File: src/homing_pkg.sv
// constants for the dog based homing sequencer: register map, field layout,
// method codes and reset values; no assumptions beyond a 32-bit register bus
package homing_pkg;

  // ************************************************************
  // register byte offsets
  // ************************************************************
  localparam logic [7:0] OFS_METHOD   = 8'h00;
  localparam logic [7:0] OFS_HSPEED   = 8'h04;
  localparam logic [7:0] OFS_CSPEED   = 8'h08;
  localparam logic [7:0] OFS_SHIFT    = 8'h0c;
  localparam logic [7:0] OFS_PRESET   = 8'h10;
  localparam logic [7:0] OFS_POSTDIST = 8'h14;
  localparam logic [7:0] OFS_POLARITY = 8'h18;
  localparam logic [7:0] OFS_STATUS   = 8'h1c;
  localparam logic [7:0] OFS_CAPTURE  = 8'h20;

  // ************************************************************
  // field layout
  // ************************************************************
  localparam int METHOD_CODE_MSB = 3;
  localparam int METHOD_DIR_BIT  = 4;
  localparam int POL_DOG_BIT     = 0;
  localparam int ST_BUSY_BIT     = 0;
  localparam int ST_DONE_BIT     = 1;
  localparam int ST_ALARM_BIT    = 2;
  localparam int ST_CREEP_BIT    = 3;
  localparam int ST_STATE_LSB    = 8;

  // ************************************************************
  // method codes and reset values
  // ************************************************************
  localparam logic [3:0]  METHOD_COUNT_FRONT = 4'h6;
  localparam logic [3:0]  METHOD_DOG_CRADLE  = 4'h7;
  localparam logic [3:0]  METHOD_LAST_INDEX  = 4'h8;
  localparam logic [4:0]  METHOD_RST         = 5'h06;
  localparam logic [31:0] HSPEED_RST         = 32'h0000_0000;
  localparam logic [31:0] CSPEED_RST         = 32'h0000_0000;
  localparam logic [31:0] DIST_RST           = 32'h0000_0000;
  localparam logic [3:0]  ACCEL_TABLE_ENTRY  = 4'h1;

  typedef enum logic [2:0] {
    ST_IDLE, ST_FAST, ST_TRAVEL, ST_SEEK_INDEX, ST_REVERSE, ST_SHIFT, ST_DONE, ST_FAULT
  } home_state_t;

endpackage

File: src/dog_based_homing_sequencer.sv
// home-return sequencer: count-type front end, dog cradle and last index methods
// assumes enc_position and creep_reached come from logic on ref_clk; dog and
// index pins are asynchronous and are synchronised here
//
// Chosen here: the Wishbone register port and the placing of the registers.
`timescale 1ns/1ps
module dog_based_homing_sequencer
  import homing_pkg::*;
(
  input  wire logic        ref_clk,
  input  wire logic        rst,
  // classic wishbone slave
  input  wire logic [7:0]  wb_adr_i,
  input  wire logic [31:0] wb_dat_i,
  output logic      [31:0] wb_dat_o,
  input  wire logic        wb_we_i,
  input  wire logic [3:0]  wb_sel_i,
  input  wire logic        wb_stb_i,
  input  wire logic        wb_cyc_i,
  output logic             wb_ack_o,
  // mode select inputs
  input  wire logic        homing_mode_select,
  input  wire logic        table_select_bit0,
  input  wire logic        table_select_bit1,
  input  wire logic        table_select_bit2,
  input  wire logic        table_select_bit3,
  input  wire logic        table_select_bit4,
  // sensors and feedback
  input  wire logic        proximity_dog_pin,
  input  wire logic        index_pulse_pin,
  input  wire logic [31:0] enc_position,
  input  wire logic        creep_reached,
  // motion command side
  output logic [31:0]      speed_cmd,
  output logic             dir_reverse,
  output logic [3:0]       accel_table_sel,
  output logic             position_load,
  output logic [31:0]      position_load_value,
  output logic             homing_done_output,
  output logic             homing_incomplete_alarm
);

  // ************************************************************
  // helpers
  // ************************************************************
  function automatic logic [31:0] merge_bytes(input logic [31:0] old_v,
                                              input logic [31:0] new_v,
                                              input logic [3:0]  sel);
    logic [31:0] r;
    r = old_v;
    for (int i = 0; i < 4; i++) begin
      if (sel[i]) begin
        r[i*8 +: 8] = new_v[i*8 +: 8];
      end
    end
    return r;
  endfunction
  // distance moved from ref_pos in the homing travel sense
  function automatic logic [31:0] travelled(input logic [31:0] pos,
                                            input logic [31:0] ref_pos,
                                            input logic        rev);
    return rev ? (ref_pos - pos) : (pos - ref_pos);
  endfunction

  // ************************************************************
  // input synchronisers and edge detection
  // ************************************************************
  logic [1:0] dog_sync_r, dog_sync_nxt;
  logic [1:0] idx_sync_r, idx_sync_nxt;
  logic       dog_last_r, dog_last_nxt, idx_last_r, idx_last_nxt, req_last_r, req_last_nxt;
  logic       dog_level, dog_front, idx_rise, homing_req, req_rise;
  logic [4:0] method_r, method_nxt;
  logic [31:0] hspeed_r, hspeed_nxt, cspeed_r, cspeed_nxt;
  logic [31:0] shift_r, shift_nxt, preset_r, preset_nxt, postdist_r, postdist_nxt;
  logic        pol_r, pol_nxt;

  assign dog_level  = dog_sync_r[1] ^ pol_r;
  assign dog_front  = dog_level & ~dog_last_r;
  assign idx_rise   = idx_sync_r[1] & ~idx_last_r;
  assign homing_req = homing_mode_select & ~(table_select_bit0 | table_select_bit1 |
                      table_select_bit2 | table_select_bit3 | table_select_bit4);
  assign req_rise   = homing_req & ~req_last_r;
  always_comb begin
    dog_sync_nxt = {dog_sync_r[0], proximity_dog_pin};
    idx_sync_nxt = {idx_sync_r[0], index_pulse_pin};
    dog_last_nxt = dog_level;
    idx_last_nxt = idx_sync_r[1];
    req_last_nxt = homing_req;
  end
  always_ff @(posedge ref_clk or posedge rst) begin
    if (rst) begin
      dog_sync_r <= 2'h0;
      idx_sync_r <= 2'h0;
      dog_last_r <= 1'b0;
      idx_last_r <= 1'b0;
      req_last_r <= 1'b0;
    end else begin
      dog_sync_r <= dog_sync_nxt;
      idx_sync_r <= idx_sync_nxt;
      dog_last_r <= dog_last_nxt;
      idx_last_r <= idx_last_nxt;
      req_last_r <= req_last_nxt;
    end
  end

  // ************************************************************
  // homing sequencer
  // ************************************************************
  home_state_t state_r, state_nxt;
  logic [31:0] ref_pos_r, ref_pos_nxt, capture_r, capture_nxt;
  logic [31:0] speed_r, speed_nxt, load_val_r, load_val_nxt;
  logic        dir_r, dir_nxt, creep_seen_r, creep_seen_nxt;
  logic        done_r, done_nxt, alarm_r, alarm_nxt, load_r, load_nxt;
  logic [3:0]  method_code;
  logic        method_rev;
  logic [31:0] moved, count_dist;

  assign method_code = method_r[METHOD_CODE_MSB:0];
  assign method_rev  = method_r[METHOD_DIR_BIT];
  assign moved       = travelled(enc_position, ref_pos_r, dir_r);
  assign count_dist  = postdist_r + shift_r;
  always_comb begin
    state_nxt      = state_r;
    ref_pos_nxt    = ref_pos_r;
    capture_nxt    = capture_r;
    speed_nxt      = speed_r;
    dir_nxt        = dir_r;
    creep_seen_nxt = creep_seen_r;
    done_nxt       = done_r;
    alarm_nxt      = alarm_r;
    load_nxt       = 1'b0;
    load_val_nxt   = load_val_r;
    if (state_r inside {ST_TRAVEL, ST_SEEK_INDEX, ST_REVERSE, ST_SHIFT} && creep_reached) begin
      creep_seen_nxt = 1'b1;
    end
    unique case (state_r)
      ST_IDLE: begin
        if (req_rise && (method_code == METHOD_COUNT_FRONT ||
                         method_code == METHOD_DOG_CRADLE ||
                         method_code == METHOD_LAST_INDEX)) begin
          state_nxt      = ST_FAST;
          speed_nxt      = hspeed_r;
          dir_nxt        = method_rev;
          creep_seen_nxt = 1'b0;
          done_nxt       = 1'b0;
          alarm_nxt      = 1'b0;
        end
      end
      ST_FAST: begin
        if (dog_front) begin
          ref_pos_nxt = enc_position;
          speed_nxt   = cspeed_r;
          if (method_code == METHOD_COUNT_FRONT) begin
            state_nxt = ST_TRAVEL;
          end else if (method_code == METHOD_DOG_CRADLE) begin
            state_nxt = ST_SEEK_INDEX;
          end else begin
            state_nxt = ST_REVERSE;
            dir_nxt   = ~dir_r;
          end
        end
      end
      ST_TRAVEL: begin
        if (moved >= count_dist) begin
          if (creep_seen_r || creep_reached) begin
            state_nxt    = ST_DONE;
            load_nxt     = 1'b1;
            load_val_nxt = preset_r;
            done_nxt     = 1'b1;
          end else begin
            state_nxt = ST_FAULT;
            alarm_nxt = 1'b1;
          end
          speed_nxt = 32'h0000_0000;
        end
      end
      ST_SEEK_INDEX, ST_REVERSE: begin
        if (idx_rise) begin
          capture_nxt = enc_position;
          ref_pos_nxt = enc_position;
          state_nxt   = ST_SHIFT;
        end
      end
      ST_SHIFT: begin
        if (moved >= shift_r) begin
          state_nxt    = ST_DONE;
          speed_nxt    = 32'h0000_0000;
          load_nxt     = 1'b1;
          load_val_nxt = preset_r;
          done_nxt     = 1'b1;
        end
      end
      ST_DONE, ST_FAULT: begin
        if (!homing_req) begin
          state_nxt = ST_IDLE;
        end
      end
    endcase
    // dropping the request mid-run forces idle and zero speed; done, load and alarm set in the same cycle are not gated
    if (!homing_req && state_r inside {ST_FAST, ST_TRAVEL, ST_SEEK_INDEX,
                                       ST_REVERSE, ST_SHIFT}) begin
      state_nxt = ST_IDLE;
      speed_nxt = 32'h0000_0000;
    end
  end

  always_ff @(posedge ref_clk or posedge rst) begin
    if (rst) begin
      state_r      <= ST_IDLE;
      ref_pos_r    <= 32'h0000_0000;
      capture_r    <= 32'h0000_0000;
      speed_r      <= 32'h0000_0000;
      dir_r        <= 1'b0;
      creep_seen_r <= 1'b0;
      done_r       <= 1'b0;
      alarm_r      <= 1'b0;
      load_r       <= 1'b0;
      load_val_r   <= 32'h0000_0000;
    end else begin
      state_r      <= state_nxt;
      ref_pos_r    <= ref_pos_nxt;
      capture_r    <= capture_nxt;
      speed_r      <= speed_nxt;
      dir_r        <= dir_nxt;
      creep_seen_r <= creep_seen_nxt;
      done_r       <= done_nxt;
      alarm_r      <= alarm_nxt;
      load_r       <= load_nxt;
      load_val_r   <= load_val_nxt;
    end
  end

  assign speed_cmd               = speed_r;
  assign dir_reverse             = dir_r;
  assign accel_table_sel         = ACCEL_TABLE_ENTRY;
  assign position_load           = load_r;
  assign position_load_value     = load_val_r;
  assign homing_done_output      = done_r;
  assign homing_incomplete_alarm = alarm_r;

  // ************************************************************
  // wishbone register file
  // ************************************************************
  logic        ack_r, ack_nxt;
  logic [31:0] rdata_r, rdata_nxt;
  logic        wr_en;
  assign wr_en = wb_cyc_i & wb_stb_i & wb_we_i & ~ack_r;
  always_comb begin
    method_nxt   = method_r;
    hspeed_nxt   = hspeed_r;
    cspeed_nxt   = cspeed_r;
    shift_nxt    = shift_r;
    preset_nxt   = preset_r;
    postdist_nxt = postdist_r;
    pol_nxt      = pol_r;
    ack_nxt      = wb_cyc_i & wb_stb_i & ~ack_r;
    rdata_nxt    = 32'h0000_0000;
    if (wr_en) begin
      unique case (wb_adr_i)
        OFS_METHOD:   method_nxt   = 5'(merge_bytes({27'h0, method_r}, wb_dat_i, wb_sel_i));
        OFS_HSPEED:   hspeed_nxt   = merge_bytes(hspeed_r, wb_dat_i, wb_sel_i);
        OFS_CSPEED:   cspeed_nxt   = merge_bytes(cspeed_r, wb_dat_i, wb_sel_i);
        OFS_SHIFT:    shift_nxt    = merge_bytes(shift_r, wb_dat_i, wb_sel_i);
        OFS_PRESET:   preset_nxt   = merge_bytes(preset_r, wb_dat_i, wb_sel_i);
        OFS_POSTDIST: postdist_nxt = merge_bytes(postdist_r, wb_dat_i, wb_sel_i);
        OFS_POLARITY: pol_nxt      = wb_sel_i[0] ? wb_dat_i[POL_DOG_BIT] : pol_r;
        default: ;
      endcase
    end
    unique case (wb_adr_i)
      OFS_METHOD:   rdata_nxt = {27'h0, method_r};
      OFS_HSPEED:   rdata_nxt = hspeed_r;
      OFS_CSPEED:   rdata_nxt = cspeed_r;
      OFS_SHIFT:    rdata_nxt = shift_r;
      OFS_PRESET:   rdata_nxt = preset_r;
      OFS_POSTDIST: rdata_nxt = postdist_r;
      OFS_POLARITY: rdata_nxt = {31'h0, pol_r};
      OFS_STATUS: begin
        rdata_nxt[ST_BUSY_BIT]                 = !(state_r inside {ST_IDLE, ST_DONE, ST_FAULT});
        rdata_nxt[ST_DONE_BIT]                 = done_r;
        rdata_nxt[ST_ALARM_BIT]                = alarm_r;
        rdata_nxt[ST_CREEP_BIT]                = creep_seen_r;
        rdata_nxt[ST_STATE_LSB +: 3]           = state_r;
      end
      OFS_CAPTURE:  rdata_nxt = capture_r;
      default:      rdata_nxt = 32'h0000_0000;
    endcase
  end

  always_ff @(posedge ref_clk or posedge rst) begin
    if (rst) begin
      method_r   <= METHOD_RST;
      hspeed_r   <= HSPEED_RST;
      cspeed_r   <= CSPEED_RST;
      shift_r    <= DIST_RST;
      preset_r   <= DIST_RST;
      postdist_r <= DIST_RST;
      pol_r      <= 1'b0;
      ack_r      <= 1'b0;
      rdata_r    <= 32'h0000_0000;
    end else begin
      method_r   <= method_nxt;
      hspeed_r   <= hspeed_nxt;
      cspeed_r   <= cspeed_nxt;
      shift_r    <= shift_nxt;
      preset_r   <= preset_nxt;
      postdist_r <= postdist_nxt;
      pol_r      <= pol_nxt;
      ack_r      <= ack_nxt;
      rdata_r    <= rdata_nxt;
    end
  end

  assign wb_ack_o = ack_r;
  assign wb_dat_o = rdata_r;

endmodule

File: config.mk
export PLATFORM = sky130hd
export DESIGN_NAME = dog_based_homing_sequencer
export DESIGN_NICKNAME = d
export VERILOG_FILES = /design/src/homing_pkg.sv /design/src/dog_based_homing_sequencer.sv
export SDC_FILE = /design/constraint.sdc
export NUM_CORES = 1
export LEC_CHECK = 0
export BUFFER_PORTS_ARGS = -buffer_cell sky130_fd_sc_hd__clkbuf_2
export CAP_MARGIN = 15
export CORE_UTILIZATION = 50
export CTS_CLUSTER_DIAMETER = 100
export CTS_CLUSTER_SIZE = 28
export DETAILED_ROUTE_END_ITERATION = 8
export GPL_ROUTABILITY_DRIVEN = 0
export HOLD_SLACK_MARGIN = 0.1
export PLACE_DENSITY = 0.74
export SETUP_SLACK_MARGIN = 0.1
export SLEW_MARGIN = 20
export SYNTH_ARGS = -nofsm -noshare
export SYNTH_HDL_FRONTEND = slang
export SYNTH_SLANG_ARGS = --single-unit
File: constraint.sdc
create_clock -name ref_clk -period 9.36 [get_ports ref_clk]
set_input_delay 0.468 -clock ref_clk [delete_from_list [all_inputs] [get_ports ref_clk]]
set_output_delay 0.468 -clock ref_clk [all_outputs]
set_load 0.01 [all_outputs]
### Word level (Yosys, flattened, before mapping)

Index checks and enable logic that the tools add are counted.

| word-level totals | value |
|---|---|
| flip-flop bits (word level) | 342 |
| bits of input ports | 90 |
| output and inout port bits | 105 |
| logic and storage cells | 196 |

| operators by class | value |
|---|---|
| add/sub/neg operators | 3 |
| magnitude comparators | 2 |
| eq/ne operators | 33 |
| multiplexer cells | 49 |
| bitwise logic cells | 19 |
| reduce and logical (&&, ||, !) cells | 51 |

Operators with widths:

| kind | number |
|---|---|
| $mux W32 | 11 |
| $pmux W32 S2 | 2 |
| $pmux W32 S4 | 1 |
| $pmux W21 S6 | 1 |
| $reduce_and A3 Y1 | 23 |
| $ge A32 B32 Y1 | 2 |
| $sub A32 B32 Y32 | 2 |
| $pmux W4 S9 | 1 |
| $add A32 B32 Y32 | 1 |
| $eq A8 B5 Y1 const B | 4 |
| $pmux W4 S7 | 1 |
| $mux W3 | 9 |
| $pmux W3 S7 | 1 |
| $pmux W3 S6 | 1 |
| $mux W1 | 17 |
| $eq A8 B4 Y1 const B | 2 |
| $reduce_and A5 Y1 | 3 |
| $eq A3 B3 Y1 const B | 4 |
| $ne A2 B2 Y1 const B | 6 |
| $reduce_bool A5 Y1 | 2 |
| $ne A3 B3 Y1 const B | 3 |
| $and A1 B1 Y1 | 8 |
| $eq A4 B3 Y1 const B | 2 |
| $eq A8 B3 Y1 const B | 1 |
| 24 further kinds | 49 |

### Longest topological paths before layout

| depth | value |
|---|---|
| depth after elaboration | 11 |
| gate-level depth with buffers | 23 |

### Worst setup path before layout

OpenSTA, ideal clock, no wires.

| timing | value |
|---|---|
| path kind | input-to-reg |
| start | input port enc_position[0] |
| end | register speed_r[10] (netlist: speed_cmd[10]) |
| library setup time | 138 ps |
| arrival | 4,465 ps |
| path slack | 4,756 ps |
| cell stages on the path | 18 |
| path buffers | 1 |
| path through | ha_1 -> inv_1 -> fa_1 -> a21o_1 -> a21o_4 -> a2111oi_2 -> o41a_1 -> o41ai_2 -> a22oi_2 -> o41ai_2 -> xor2_1 -> ha_1 -> nand4_1 -> a2111oi_1 -> a21oi_1 -> nor3_1 -> clkbuf_1 -> o22ai_1 |

| on the way | value |
|---|---|
| word-level cells in the longest chain between the ends | 5 |
| elaborated cells between the ends (all ways) | 8 |
| those cells by class | add/sub: 2; order compare: 2; eq/ne: 2; mux: 1; reduce/logical: 1 |

RTL lines:

| what | RTL line | RTL |
|---|---|---|
| from (decl) | dog_based_homing_sequencer.sv:31 | `input wire logic [31:0] enc_position,` |
| $sub A32 B32 Y32 | dog_based_homing_sequencer.sv:62 | `return rev ? (ref_pos - pos) : (pos - ref_pos);` |
| $mux W32 * | dog_based_homing_sequencer.sv:62 |  |
| $ge A32 B32 Y1 (on tied branches) | dog_based_homing_sequencer.sv:185, dog_based_homing_sequencer.sv:164 |  |
| $ne A3 B1 Y1 (no source line) | n/a |  |
| $reduce_and A5 Y1 (no source line) * | n/a |  |
| to (signal assigned) | dog_based_homing_sequencer.sv:223 | `speed_r <= speed_nxt;` |
| to (decl) | dog_based_homing_sequencer.sv:111 | `logic [31:0] speed_r, speed_nxt, load_val_r, load_val_nxt;` |

Mark *: on every way between the ends. The rest lies on a longest branch, timed or not.
A chain may end at the register's enable or synchronous reset.

### Worst setup path after layout

| timing | value |
|---|---|
| start | register dir_r (netlist: dir_reverse) |
| end | register speed_r[19] (netlist: speed_cmd[19]) |

| on the way | value |
|---|---|
| word-level cells in the longest chain between the ends | 4 |
| elaborated cells between the ends (all ways) | 6 |
| those cells by class | order compare: 2; eq/ne: 2; mux: 1; reduce/logical: 1 |

RTL lines:

| what | RTL line | RTL |
|---|---|---|
| from (decl) | dog_based_homing_sequencer.sv:112 | `logic dir_r, dir_nxt, creep_seen_r, creep_seen_nxt;` |
| from (signal assigned) | dog_based_homing_sequencer.sv:224 | `dir_r <= dir_nxt;` |
| $mux W32 * | dog_based_homing_sequencer.sv:62 |  |
| $ge A32 B32 Y1 (on tied branches) | dog_based_homing_sequencer.sv:185, dog_based_homing_sequencer.sv:164 |  |
| $ne A3 B1 Y1 (no source line) | n/a |  |
| $reduce_and A5 Y1 (no source line) * | n/a |  |

Marks and branches as above.

==> flow_summary.yaml <==
pwr:
  max-vdd-ir-drop_v: 0.000129
  p_leak_nw: 11.5
  p_per_area_nw_per_um2: 237
worst_setup_path:
  critPathLaunchType: "flip-flop"
  cp-end-kind: "flip-flop"
  crit_chain: "buf_4 -> clkinv_1 -> a211oi_1 -> o41a_1 -> o41ai_2 -> a22oi_2 -> o41ai_2 -> xor2_1 -> ha_1 -> a211oi_1 -> a31oi_1 -> a21o_1 -> a211oi_1 -> a2111o_2 -> o22ai_1"
  path_max_fanout: 41
  cp.required_ns: 9.78
  critPathMostFrequentCell: "a211oi_1"
  reg2reg_from: "dir_reverse"
  ff2ff_setup_slack_ns: 3.63
  worstSetupPathType: "reg2reg"
  r2r_end: "speed_cmd[19]"
  path_buf_inv: 2
  slowest_stage: "clkinv_1"
  cp_top_family: "compound AO/OA/AOI/OAI gates"
  rr_worst_depth: 15
  crit_arrival_ns: 6.15
  max_stage_delay_ns: 0.83
timing:
  fin_crit_ns: 5.73
  whs_ns: 0.183
  rsz0062_at_grt: "false"
  drv_slew: 0
  setup_ws_ns: 3.63
  period_share_pct: 61.3
  max_slew_margin_pct: 34.3
  final-setup-viol-count: 0
  fin_tns_setup_ns: 0
  skew_ns: 0.0245
  worst_pin_slew_ns: 0.985
  hold_viol: 0
  max_freq_ghz: 0.174
route:
  drt_wl_total_mm: 63.6
  avgRoutedWirePerCell_um: 22.5
  ant_nets: 0
  dr.pass1.iters: 8
  num_vias: 18100
  initialDrtViolationCount: 1788
  vias_per_cell: 6.40
  drc: 0
die:
  row_count: 75
  die_h_um: 209
  core_region_area_um2: 42000
  initial_core_util_pct: 50.8
  die_width_um: 209
  io-pin-count: 195
  die_area_um2: 43500
grt:
  grt_max_degree: 80
  antenna_found_initial: 2
  grt_pass1_vias: 17700
  grt_pass1_wl_mm: 99.6
  overflow: 0
  grt_usage_pct: 29.0
yosys:
  yosys.area_share.simple_pct: 11.4
  synth_compound_area_share_pct: 20.5
  synth_warnings: 0
  syn_area_per_cell_um2: 9.91
  synthArstFlopShare_pct: 100
  synth_top_area_cell: "dfrtp_1"
  synth-edff-count: 0
  netlist_instances: 2156
  syn-cell-area_um2: 21400
  synthDistinctLibCells: 80
  synthTopCellsByArea: "dfrtp_1 (40%), mux2_2 (11%), ha_1 (9.3%), a22oi_1 (3.8%), nand2_1 (3.5%)"
  synth.area.mux_share_pct: 11.0
  ys_seq_area_share_pct: 40.1
  ys_ff_latch: 342
  synthXorXnorAreaFrac_pct: 2.30
  synth_top_area_share_pct: 39.8
  synth_flop_cell: "dfrtp_1"
  synth_adder_area_share_pct: 9.60
  synth_top_family_by_area: "compound AO/OA/AOI/OAI gates"
min_path:
  worstHoldStart: "enc_position[10]"
  hold_class: "in2reg"
  hold_depth: 2
  hold_end: "capture_r[10]"
placed_design:
  portBuffers: 190
  hpwl_mm: 48.5
  placed_cells: 2793
  pre_cts_slack_ns: 3.34
cells_and_area:
  post-route-util_pct: 55.2
  final_common_cell: "dfrtp_1"
  finalNonFillerCells: 2824
  multiInputGateArea_um2: 11800
  drive_above_1_share_pct: 20.8
  fin_nets: 2529
  nFillCells: 3668
  layout_common_cells: "dfrtp_1 (340), mux2_2 (200), nand2_1 (197), clkbuf_2 (190), ha_1 (159)"
  area_growth_pct: 8.70
  regArea_um2: 8560
clock_tree:
  cts_tree: "yes"
  cts_root_buf: "clkbuf_16"
  clkSinkCount: 342
  clk_latency_ns: 0.56
  cts_buffer_depth: 3
  path_clk_slew_ns: 0.11
  h-tree-depth: 1
  cts_buffers: 18
run:
  cap_violations: 0
outcome:
  outcome: "finished clean"
-- Yosys cell counts (33+ instances only) --
library cell    n
a22oi_1       109
a32oi_1        34
o211ai_1       45
xnor2_1        33
inv_1         123
nand3_1        81
nand2_1       197
clkbuf_1       83
o22ai_1        33
mux2_2        200
a21o_1         77
a21oi_1       122
o21ai_0        87
ha_1          159
nor2_1         71
dfrtp_1       340
and2_1         40
-- cells by family after synthesis --
family / after synthesis
AOI/OAI and AO/OA: 632
xor gates and xnor gates: 56
adders and majority gates: 162
buffers and inverters: 239
DFF: 342
muxes: 210
other: 2
and+or+nand+nor: 513
-- per-stage QoR --
step	instance area, um2	power, mW
after global routing	23200	5.89
after global placement	22600	4.40
after floorplan	21400	3.84
after CTS	23200	5.45
final	23200	5.50
after detailed placement	22600	4.51
-- worst max path at each step --
stage / start / endpoint / slack [ns] / depth (start not counted)
CTS: dir_reverse / speed_cmd[25] / 3.45 / 15
detailed placement: enc_position[0] / speed_cmd[27] / 3.34 / 19
global placement: enc_position[0] / speed_cmd[25] / 3.54 / 21
global route: dir_reverse / speed_cmd[28] / 3.32 / 15
floorplan: rst / capture_r[0] / 4.32 / 1
finish: dir_reverse / speed_cmd[19] / 3.63 / 15
-- sequential cells by signal, summed over array words and instances (netlist names), 2 cells and up --
| register | count |
|---|---|
| capture_r | 32 |
| cspeed_r | 32 |
| hspeed_r | 32 |
| position_load_value | 32 |
| postdist_r | 32 |
| preset_r | 32 |
| ref_pos_r | 32 |
| shift_r | 32 |
| speed_cmd | 32 |
| wb_dat_o | 32 |
| method_r | 5 |
| state_r | 3 |
| dog_sync_r | 2 |
| idx_sync_r | 2 |
-- report_power, final --
part | switching [mW] | internal (mW)
combinational | 1.65 | 1.08
clock | 0.541 | 0.400
sequential | 0.192 | 1.63
total | 2.39 | 3.11
-- area by class of cell --
cell class	instances	area share (%)
Sequential cell	342	36.9
Antenna cell	1	0.0108
Inverter	124	2.02
Multi-Input combinational cell	1577	50.8
Tap cell	539	2.90
Clock buffer	21	2.12
Clock inverter	6	0.393
Timing Repair Buffer	214	4.92
-- metal layers --
layer | up-vias | wire length, um | GRT usage (%)
li1 | 8192 | - | -
met1 | 8883 | 25200 | 37.2
met2 | 831 | 30100 | 47.9
met3 | 174 | 4370 | 3.46
met4 | 4 | 3880 | 15.9
met5 | - | 30 | 0
-- repair_timing --
item,4_1_cts,5_1_grt
resized for setup,0,0
hold endpoints to repair,14,0
buffers inserted,0,0
hold buffers,3,0
No activity file was read; power rests on OpenSTA's default activity.
